### config.mk
export PLATFORM = sky130hd
export DESIGN_NAME = low_power_mode_control
export DESIGN_NICKNAME = d
export VERILOG_FILES = /design/src/hdl/low_power_pkg.sv /design/src/hdl/slow_divider_if.sv /design/src/hdl/slow_divider.sv /design/src/hdl/low_power_mode_control.sv
export VERILOG_INCLUDE_DIRS = /design/src /design/src/hdl
export SDC_FILE = /design/constraint.sdc
export NUM_CORES = 1
export LEC_CHECK = 0
export ABC_AREA = 1
export ABC_CLOCK_PERIOD_IN_PS = 2000
export BUFFER_PORTS_ARGS = -buffer_cell sky130_fd_sc_hd__buf_4
export CAP_MARGIN = 5
export CORE_ASPECT_RATIO = 0.6
export CORE_UTILIZATION = 35
export DETAILED_ROUTE_END_ITERATION = 6
export GPL_ROUTABILITY_DRIVEN = 0
export SLEW_MARGIN = 20
export SYNTH_ARGS = -nofsm -noshare
export SYNTH_HDL_FRONTEND = slang
export SYNTH_SLANG_ARGS = --single-unit
### constraint.sdc
create_clock -name clk -period 2 [get_ports clk]
set_input_delay 0.2 -clock clk [delete_from_list [all_inputs] [get_ports clk]]
set_output_delay 0.2 -clock clk [all_outputs]
set_load 0.05 [all_outputs]
### src/hdl/low_power_map.svh
`ifndef LOW_POWER_MAP_SVH
`define LOW_POWER_MAP_SVH
// Register byte addresses on the Wishbone slave
`define ADDR_OPTIONS 8'h00
`define ADDR_OPTIONS_THREE 8'h04
`define ADDR_CONTROL 8'h08
`define ADDR_STATUS 8'h0C
// Options register fields
`define OPT_MONITOR_BIT 3
`define OPT_FORCED_MONITOR_BIT 2
`define OPT_DELAY_BIT 4
`define OPT_RESET 8'h10
// Options three register fields
`define SYSTEM_CONFIGURATION_OPTIONS_THREE_SLOW_BIT 0
`define SYSTEM_CONFIGURATION_OPTIONS_THREE_RESET 8'h00
// Control register fields
`define CTL_WATCHDOG_OFF_BIT 0
`define CTL_SERIAL_PORT_BIT 1
`define CTL_TRANSMIT_BIT 2
`define CTL_RECEIVE_BIT 3
`define CTL_SPECIAL_MODE_BIT 4
`define CTL_RESET 8'h00
// Condition flag positions
`define FLAG_STOP_DISABLE 7
`define FLAG_NONMASK_MASK 6
`define FLAG_INT_MASK 4
// Timing
`define WRITE_WINDOW_CYCLES 64
`define SLOW_DIVIDE 16
`define STARTUP_DELAY_CYCLES 4096
`endif

### src/hdl/low_power_pkg.sv
package low_power_pkg;
  typedef enum logic [4:0]
  {
    st_run = 5'h01,
    st_stack = 5'h02,
    st_wait = 5'h04,
    st_stop = 5'h08,
    st_settle = 5'h10
  } power_state_type;
endpackage

### src/hdl/slow_divider_if.sv
interface slow_divider_if;
  logic clock_run;
  logic slow_enable;
  logic tick;
  modport owner (output clock_run, output slow_enable, input tick);
  modport divider (input clock_run, input slow_enable, output tick);
endinterface

### src/hdl/slow_divider.sv
`include "low_power_map.svh"
module slow_divider
  import low_power_pkg::*;
#(
  parameter int divide = `SLOW_DIVIDE
)
(
  input wire logic clk,
  input wire logic sys_rst,
  slow_divider_if.divider link
);
  logic [7:0] count;

  // ****************************************
  // Divide-by stage between oscillator and internal clock
  // ****************************************
  always_ff @(posedge clk)
  begin
    if (sys_rst || !link.clock_run || !link.slow_enable)
      count <= 8'h00;
    else if (count == 8'(divide - 1))
      count <= 8'h00;
    else
      count <= count + 8'h01;
  end

  // Bypass keeps a tick on every cycle outside stop and settle while the divider is off
  assign link.tick = link.clock_run &&
    (!link.slow_enable || count == 8'(divide - 1));
endmodule

### src/hdl/low_power_mode_control.sv
// Behaviour
// RQ1: On wait instruction, stack registers then suspend until a qualified interrupt.
// RQ2: During wait keep oscillator running, always stop processor core clock.
// RQ3: During wait repeatedly read the address holding stacked condition flags.
// RQ4: Leave wait on any unmasked interrupt, external or internal.
// RQ5: Stop timer in wait only if interrupt mask set and watchdog disabled.
// RQ6: In wait gate serial port, transmitter, receiver when enables clear.
// RQ7: Accepted stop halts every clock including oscillator; state retained.
// RQ8: Enter stop only when stop-disable flag clear, else behave as no-op.
// RQ9: Exit stop on low request pins, reset, or pending edge request.
// RQ10: Stop keeps processor state; reset wakeup does full reset sequence.
// RQ11: Maskable pin wakes stop only when interrupt mask flag clear.
// RQ12: Nonmaskable pin wakes stop always; mask flag chooses service or continue.
// RQ13: Clock monitor enabled at stop entry produces a clock-monitor reset.
// RQ14: On stop exit insert stabilization delay only when startup delay bit set.
// RQ15: Reset sets delay bit; normal modes one write within 64 cycles.
// RQ16: Power-on reset always applies delay; running-clock reset does not.
// RQ17: Slow-mode bit set inserts divide-by-16 before internal clock.
// RQ18: Slow-mode bit clear bypasses divider, normal bus speed.
// RQ19: Slow-mode bit read/write anytime; cleared on stop entry and reset.
// RQ20: Software should avoid clock monitor when bus clock below 200 kHz.
`include "low_power_map.svh"
module low_power_mode_control
  import low_power_pkg::*;
#(
  parameter int startup_delay = `STARTUP_DELAY_CYCLES
)
(
  input wire logic clk,
  input wire logic sys_rst,
  input wire logic power_on_rst,
  input wire logic [7:0] wb_adr_i,
  input wire logic [31:0] wb_dat_i,
  output logic [31:0] wb_dat_o,
  input wire logic wb_we_i,
  input wire logic [3:0] wb_sel_i,
  input wire logic wb_cyc_i,
  input wire logic wb_stb_i,
  output logic wb_ack_o,
  output logic wb_err_o,
  input wire logic wait_instruction,
  input wire logic stop_instruction,
  input wire logic stack_done,
  input wire logic [15:0] flags_address,
  input wire logic [7:0] condition_flags,
  input wire logic irq_n,
  input wire logic irq_edge_mode,
  input wire logic nonmaskable_request_pin_n,
  input wire logic reset_pin_n,
  input wire logic internal_interrupt,
  output logic stack_request,
  output logic core_clock_run,
  output logic oscillator_run,
  output logic bus_tick,
  output logic timer_clock_run,
  output logic serial_port_clock_run,
  output logic transmit_clock_run,
  output logic receive_clock_run,
  output logic flags_read,
  output logic [15:0] flags_read_address,
  output logic stop_wake_service,
  output logic stop_wake_continue,
  output logic monitor_reset,
  output logic reset_wake
);
  localparam int delay_width = $clog2(startup_delay + 1);

  power_state_type state;
  power_state_type next_state;
  logic [7:0] options;
  logic [7:0] options_three;
  logic [7:0] control;
  logic [6:0] window_count;
  logic delay_written;
  logic [delay_width-1:0] settle_count;
  logic irq_edge_pending;
  logic irq_last;
  logic ack;
  logic wake_nonmask;
  logic wake_irq;
  logic wake_any;
  logic bus_write;
  logic bus_read;
  logic mapped;
  logic any_rst;
  slow_divider_if divider_link();

  function automatic logic lane_write(input logic [7:0] addr);
    lane_write = bus_write && wb_sel_i[0] && wb_adr_i == addr;
  endfunction

  // ****************************************
  // Wishbone slave
  // ****************************************
  assign bus_write = wb_cyc_i && wb_stb_i && wb_we_i && !ack;
  assign bus_read = wb_cyc_i && wb_stb_i && !wb_we_i && !ack;
  assign mapped = wb_adr_i == `ADDR_OPTIONS ||
    wb_adr_i == `ADDR_OPTIONS_THREE || wb_adr_i == `ADDR_CONTROL ||
    wb_adr_i == `ADDR_STATUS;

  // One wait state: ack the cycle after the strobe, then drop it
  always_ff @(posedge clk)
  begin
    if (sys_rst)
      ack <= 1'b0;
    else
      ack <= wb_cyc_i && wb_stb_i && !ack && mapped;
  end

  always_ff @(posedge clk)
  begin
    if (sys_rst)
      wb_err_o <= 1'b0;
    else
      wb_err_o <= wb_cyc_i && wb_stb_i && !ack && !wb_err_o && !mapped;
  end
  assign wb_ack_o = ack;

  always_ff @(posedge clk)
  begin
    if (sys_rst)
      wb_dat_o <= 32'h0000_0000;
    else if (bus_read)
      case (wb_adr_i)
        `ADDR_OPTIONS: wb_dat_o <= {24'h000000, options};
        `ADDR_OPTIONS_THREE: wb_dat_o <= {24'h000000, options_three};
        `ADDR_CONTROL: wb_dat_o <= {24'h000000, control};
        `ADDR_STATUS: wb_dat_o <= {27'h0000000, state};
        default: wb_dat_o <= 32'h0000_0000;
      endcase
  end

  // Power-on reset also returns the software-visible registers
  assign any_rst = sys_rst || power_on_rst;

  // ****************************************
  // Options register with protected delay bit
  // ****************************************
  always_ff @(posedge clk)
  begin
    if (any_rst)
      window_count <= 7'h00;
    else if (window_count != 7'(`WRITE_WINDOW_CYCLES))
      window_count <= window_count + 7'h01; // see RQ15
  end

  always_ff @(posedge clk)
  begin
    if (any_rst)
      delay_written <= 1'b0;
    else if (lane_write(`ADDR_OPTIONS))
      delay_written <= 1'b1;
  end

  always_ff @(posedge clk)
  begin
    if (any_rst)
      options <= `OPT_RESET; // see RQ15
    else if (lane_write(`ADDR_OPTIONS))
    begin
      options[`OPT_MONITOR_BIT] <= wb_dat_i[`OPT_MONITOR_BIT];
      options[`OPT_FORCED_MONITOR_BIT] <= wb_dat_i[`OPT_FORCED_MONITOR_BIT];
      // Once-only write in the opening window unless in a special mode
      if (control[`CTL_SPECIAL_MODE_BIT] ||
          (!delay_written &&
           window_count != 7'(`WRITE_WINDOW_CYCLES)))
        options[`OPT_DELAY_BIT] <= wb_dat_i[`OPT_DELAY_BIT]; // see RQ15
    end
  end

  // ****************************************
  // Slow mode and control bits
  // ****************************************
  always_ff @(posedge clk)
  begin
    if (any_rst)
      options_three <= `SYSTEM_CONFIGURATION_OPTIONS_THREE_RESET; // see RQ19
    else if (next_state == st_stop && state != st_stop)
      options_three[`SYSTEM_CONFIGURATION_OPTIONS_THREE_SLOW_BIT] <= 1'b0; // see RQ19
    else if (lane_write(`ADDR_OPTIONS_THREE))
      options_three <= wb_dat_i[7:0]; // see RQ19
  end

  always_ff @(posedge clk)
  begin
    if (any_rst)
      control <= `CTL_RESET;
    else if (lane_write(`ADDR_CONTROL))
      control <= wb_dat_i[7:0];
  end

  // ****************************************
  // Wake sources
  // ****************************************
  always_ff @(posedge clk)
  begin
    if (sys_rst)
      irq_last <= 1'b1;
    else
      irq_last <= irq_n;
  end

  // Set wins over the clear on wake
  always_ff @(posedge clk)
  begin
    if (sys_rst)
      irq_edge_pending <= 1'b0;
    else if (irq_edge_mode && irq_last && !irq_n)
      irq_edge_pending <= 1'b1;
    else if (state == st_run)
      irq_edge_pending <= 1'b0;
  end

  assign wake_irq = !condition_flags[`FLAG_INT_MASK] &&
    (irq_edge_mode ? (irq_edge_pending || (irq_last && !irq_n))
     : !irq_n); // see RQ11
  assign wake_nonmask = !nonmaskable_request_pin_n; // see RQ12
  assign wake_any = wake_irq || wake_nonmask; // see RQ9

  // ****************************************
  // Mode state machine
  // ****************************************
  always_comb
  begin
    next_state = state;
    case (state)
      st_run:
        if (wait_instruction)
          next_state = st_stack; // see RQ1
        else if (stop_instruction && !condition_flags[`FLAG_STOP_DISABLE])
          next_state = st_stop; // see RQ8
      st_stack:
        if (stack_done)
          next_state = st_wait; // see RQ1
      st_wait:
        if (wake_any || internal_interrupt)
          next_state = st_run; // see RQ4
      st_stop:
        if (wake_any)
          next_state = options[`OPT_DELAY_BIT] ? st_settle : st_run; // see RQ14
      st_settle:
        if (settle_count == '0)
          next_state = st_run;
      default:
        next_state = st_run;
    endcase
  end

  // Power-on reset forces the settle phase whatever the delay bit holds
  always_ff @(posedge clk)
  begin
    if (power_on_rst)
      state <= st_settle; // see RQ16
    else if (sys_rst)
      state <= st_run; // see RQ16
    else
      state <= next_state;
  end

  always_ff @(posedge clk)
  begin
    if (power_on_rst)
      settle_count <= delay_width'(startup_delay - 1);
    else if (state == st_stop)
      settle_count <= delay_width'(startup_delay - 1); // see RQ14
    else if (state == st_settle && settle_count != '0)
      settle_count <= settle_count - 1'b1;
  end

  // ****************************************
  // Wake and reset signalling
  // ****************************************
  always_ff @(posedge clk)
  begin
    if (sys_rst)
    begin
      stop_wake_service <= 1'b0;
      stop_wake_continue <= 1'b0;
    end
    else
    begin
      // Processor state untouched; core resumes or takes the interrupt
      stop_wake_service <= state == st_stop && wake_any &&
        (wake_irq || !condition_flags[`FLAG_NONMASK_MASK]); // see RQ10
      stop_wake_continue <= state == st_stop && wake_nonmask && !wake_irq &&
        condition_flags[`FLAG_NONMASK_MASK]; // see RQ12
    end
  end

  always_ff @(posedge clk)
  begin
    if (sys_rst)
      monitor_reset <= 1'b0;
    else
      monitor_reset <= next_state == st_stop && state != st_stop &&
        (options[`OPT_MONITOR_BIT] ||
         options[`OPT_FORCED_MONITOR_BIT]); // see RQ13
  end

  // A reset pin in stop asks for a full reset sequence from the reset block
  always_ff @(posedge clk)
  begin
    if (sys_rst)
      reset_wake <= 1'b0;
    else
      reset_wake <= state == st_stop && !reset_pin_n; // see RQ9
  end

  // ****************************************
  // Clock gating
  // ****************************************
  assign divider_link.clock_run = state != st_stop && state != st_settle;
  assign divider_link.slow_enable = options_three[`SYSTEM_CONFIGURATION_OPTIONS_THREE_SLOW_BIT]; // see RQ17

  slow_divider #(.divide(`SLOW_DIVIDE)) divider_inst
  (
    .clk(clk),
    .sys_rst(sys_rst),
    .link(divider_link.divider)
  );

  assign bus_tick = divider_link.tick; // see RQ18
  assign stack_request = state == st_stack;
  assign oscillator_run = state != st_stop; // see RQ7
  assign core_clock_run = state == st_run || state == st_stack; // see RQ2
  // Outside stop and settle the timer halts only when nothing can need it: in wait, masked and watchdog off
  assign timer_clock_run = divider_link.clock_run &&
    !(state == st_wait && condition_flags[`FLAG_INT_MASK] &&
      control[`CTL_WATCHDOG_OFF_BIT]); // see RQ5
  assign serial_port_clock_run = divider_link.clock_run &&
    !(state == st_wait && !control[`CTL_SERIAL_PORT_BIT]); // see RQ6
  assign transmit_clock_run = divider_link.clock_run &&
    !(state == st_wait && !control[`CTL_TRANSMIT_BIT]); // see RQ6
  assign receive_clock_run = divider_link.clock_run &&
    !(state == st_wait && !control[`CTL_RECEIVE_BIT]); // see RQ6

  // ****************************************
  // Wait-state flag reads
  // ****************************************
  always_ff @(posedge clk)
  begin
    if (any_rst)
    begin
      flags_read <= 1'b0;
      flags_read_address <= 16'h0000;
    end
    else
    begin
      flags_read <= next_state == st_wait; // see RQ3
      flags_read_address <= flags_address; // see RQ3
    end
  end
endmodule

==> flow_summary_export.csv <==
group,metric,value,unit
floorplanning,start_util,36.3,%
power,p_leak,2.24,nW
sta,fin_tns_setup,0,ns
yosys,yosys_warnings,0,
routing,initialDrtViolationCount,299,
outcome,status,"finished clean",
routing,ant_nets,0,
min_path,hp-class,"input port to flip-flop",
routing,wl,9.59,mm
floorplanning,die_x,138,um
clock_tree,cts_tree,"done",
setup_path,timing.rr.start,"state[1]",
clock_tree,path_clk_slew,0.06,ns
routing,routed.top_layer,"met4",
sta,min_period,1.85,ns
routing,first_pass_iters,4,
sta,fmax,0.542,GHz
clock_tree,cts_buffers,9,
setup_path,cp_data_required_time,1.80,ns
setup_path,r2r-end,"settle_count[10]",
sta,setup_viol,0,
place,dp.cells,751,
sta,rsz0062_at_grt,"false",
flow_run,cap_violations,0,
sta,hold_viol,0,
place,port_buffers,88,
place,place_area,4630,um^2
clock_tree,h-tree-depth,3,
yosys,synth_cell_type_count,36,
finish,instances_no_fill,769,
yosys,syn_area,3870,um^2
finish,post-route-util,46.4,%
min_path,min_from,"reset_pin_n",
power,p_per_area,786,nW/um^2
floorplanning,io_pins,145,
yosys,ys_ff_latch,86,
routing,routed-wl-met2,3.92,mm
floorplanning,coreArea,10700,um^2
finish,drive_above_1_share,21.0,%
yosys,syn_area_per_cell,7.37,um^2
grt,grt_pass1_wl,15.3,mm
finish,final_area,4940,um^2
clock_tree,cts_sinks,86,
clock_tree,cts_buffer_depth,2,
setup_path,crit_path_cell_trace,"ha_1 -> nand2_1 -> nor2_2 -> nand2_1 -> o21a_1 -> nor2_2 -> buf_6",
setup_path,cp_slowest_cell,"dfxtp_1",
grt,gr-total-overflow,0,
grt,grt_usage,17.4,%
min_path,hold_depth,2,
finish,multi_input_area,1720,um^2
routing,drc,0,
routing,routedLengthMet1,4.78,mm
routing,via_count,3590,
floorplanning,dieHeight,83.5,um
yosys,syn_inst,526,
setup_path,crit_fanout,3,
finish,regArea,1720,um^2
routing,met3_length,744,um
floorplanning,num_rows,29,
grt,grt_antenna_before_repair,0,
setup_path,worstPathArrival,1.65,ns
clock_tree,clk-insertion-delay-late,0.35,ns
setup_path,path_class,"flip-flop to output port",
sta,post-route-period-util,92.3,%
grt,grt_max_degree,20,
setup_path,endpoint_kind,"output port",
min_path,min_delay_worst_endpoint,"reset_wake",
routing,routed_via_density,4.67,
setup_path,critPathLaunchType,"flip-flop",
place,detailed_place_hpwl,7.41,mm
power,power,0.00388,W
finish,fin_nets,711,
setup_path,setup.reg_to_reg.worst_slack,0.32,ns
setup_path,worstRegToRegCells,8,
sta,slew_viol_final,0,
finish,diodes,0,
clock_tree,clock-root-buffer,"clkbuf_16",
routing,routedWlPerCell,12.5,um
grt,grt_pass1_vias,3220,
sta,fin_skew,0.00941,ns
yosys,yosysSeqAreaShare,44.4,%
finish,fillers,1080,
floorplanning,dieArea,11500,um^2
power,ir_worst_vdd,0.000486,V
finish,syn2layout_area_growth,27.6,%
setup_path,cpPeakStageDelay,0.36,ns
stage by stage:
stage	setup slack (ns)	hold slack, ns
2_1_floorplan	-0.0927	0.269
3_3_place_gp	0.399	0.361
3_5_place_dp	0.370	0.367
4_1_cts	0.0328	0.00179
5_1_grt	0.00590	0.00933
6_report	0.154	0.0152
repair_timing:
item                       CTS  global route
resized for setup            0             4
hold buffers                 0             0
setup buffers                0             2
setup endpoints to repair    0             5
hold endpoints to repair     0             0
synthesized netlist by cell type (all sizes together):
| cell type | number | share of area [%] |
|---|---|---|
| a211oi | 2 | 0.39 |
| a21oi | 36 | 4.6 |
| a311oi | 1 | 0.23 |
| a31oi | 2 | 0.32 |
| buf | 29 | 5.6 |
| clkbuf | 3 | 0.29 |
| conb | 1 | 0.097 |
| dfxtp | 86 | 44 |
| ha | 4 | 1.3 |
| inv | 83 | 8.0 |
| nand2 | 80 | 7.9 |
| nand3 | 36 | 4.8 |
| nand4 | 9 | 1.5 |
| nor2 | 79 | 8.2 |
| nor3 | 9 | 1.6 |
| nor3b | 2 | 0.39 |
| o211ai | 6 | 1.2 |
| o21a | 1 | 0.19 |
| o21ai | 43 | 5.7 |
| o21bai | 1 | 0.48 |
| o22ai | 1 | 0.16 |
| or3 | 1 | 0.16 |
| xnor2 | 2 | 0.45 |
| xor2 | 9 | 2.0 |
per-layer routing:
layer / global-route usage (%) / vias to the layer above
li1: - / 1830
met1: 25.1 / 1622
met2: 24.1 / 125
met3: 6.01 / 13
met4: 5.24 / 0
met5: 0 / -
cells by family (layout without fill, tap and decap cells):
family                     count (synthesis)  count (layout)  share of synthesized area [%]
adders and majority gates                  4               4                           1.29
AOI/OAI and AO/OA                         93              93                           13.2
other                                      1              24                         0.0968
buffers and inverters                    115             196                           13.9
xor gates and xnor gates                  11              11                           2.49
and+or+nand+nor                          216             216                           24.5
DFF                                       86              86                           44.4
layout by cell type, fill, tap and decap left out, types with 2 or more instances in the layout:
cell / synthesis / layout
nand2_1: 77 / 76
nand3_1: 35 / 35
dfxtp_1: 86 / 86
nor3b_1: 2 / 2
a21oi_1: 36 / 35
xnor2_1: 2 / 2
a211oi_1: 2 / 2
nor2_2: 3 / 5
o21ai_1: 5 / 5
clkbuf_8: 0 / 3
conb_1: 1 / 24
inv_1: 81 / 81
inv_2: 2 / 2
buf_4: 24 / 96
nand4_1: 9 / 9
nand2_2: 3 / 4
nor3_1: 7 / 7
nor2_4: 2 / 2
ha_1: 4 / 4
o211ai_1: 6 / 6
xor2_1: 9 / 9
clkbuf_16: 0 / 9
o21ai_0: 37 / 37
clkinv_2: 0 / 2
nor2_1: 74 / 72
state kept, by name (all words and copies together), names as in the netlist:
name                count
irq_edge_pending        1
stop_wake_continue      1
irq_last                1
delay_written           1
flags_read_address     16
state                   5
stop_wake_service       1
wb_ack_o                1
window_count            7
wb_err_o                1
monitor_reset           1
options_three           8
settle_count           13
control                 8
wb_dat_o                8
options                 3
flags_read              1
divider_inst.count      8
reset_wake              1
critical path: cells and delay by family, from the launching register on:
kind | cells | cell delay, ns
DFF | 1 | 0.36
buffers and inverters | 1 | 0.17
and+or+nand+nor | 4 | 0.40
adders and majority gates | 1 | 0.18
AOI/OAI and AO/OA | 1 | 0.19
report_power, final:
part / leakage [nW] / total, W / switching (W) / internal (W)
clock: 0.142 / 0.00161 / 0.000667 / 0.000939
combinational: 1.40 / 0.000508 / 0.000353 / 0.000155
sequential: 0.698 / 0.00177 / 0.0000217 / 0.00175
final cells by class:
type                       count  share of cell area [%]
inverter                      83                    6.30
sequential                    86                    34.8
tap                          139                    3.52
clock buffer                  13                    5.47
multi-input combinational    348                    34.7
timing repair buffer          97                    14.8
clock inverter                 3                   0.354
how the worst max path moves through the flow:
stage,startpoint,to,slack (ns),depth (start not counted)
detailed placement,wb_adr_i[7],options_three[4],0.37,9
finish,divider_inst.count[0],bus_tick,0.15,7
CTS,state[2],timer_clock_run,0.03,5
floorplan,state[2],bus_tick,-0.09,4
global placement,wb_adr_i[3],options[3],0.40,9
global route,divider_inst.count[0],bus_tick,0.006,7
Note: power is estimated with default switching activity, not from simulation.
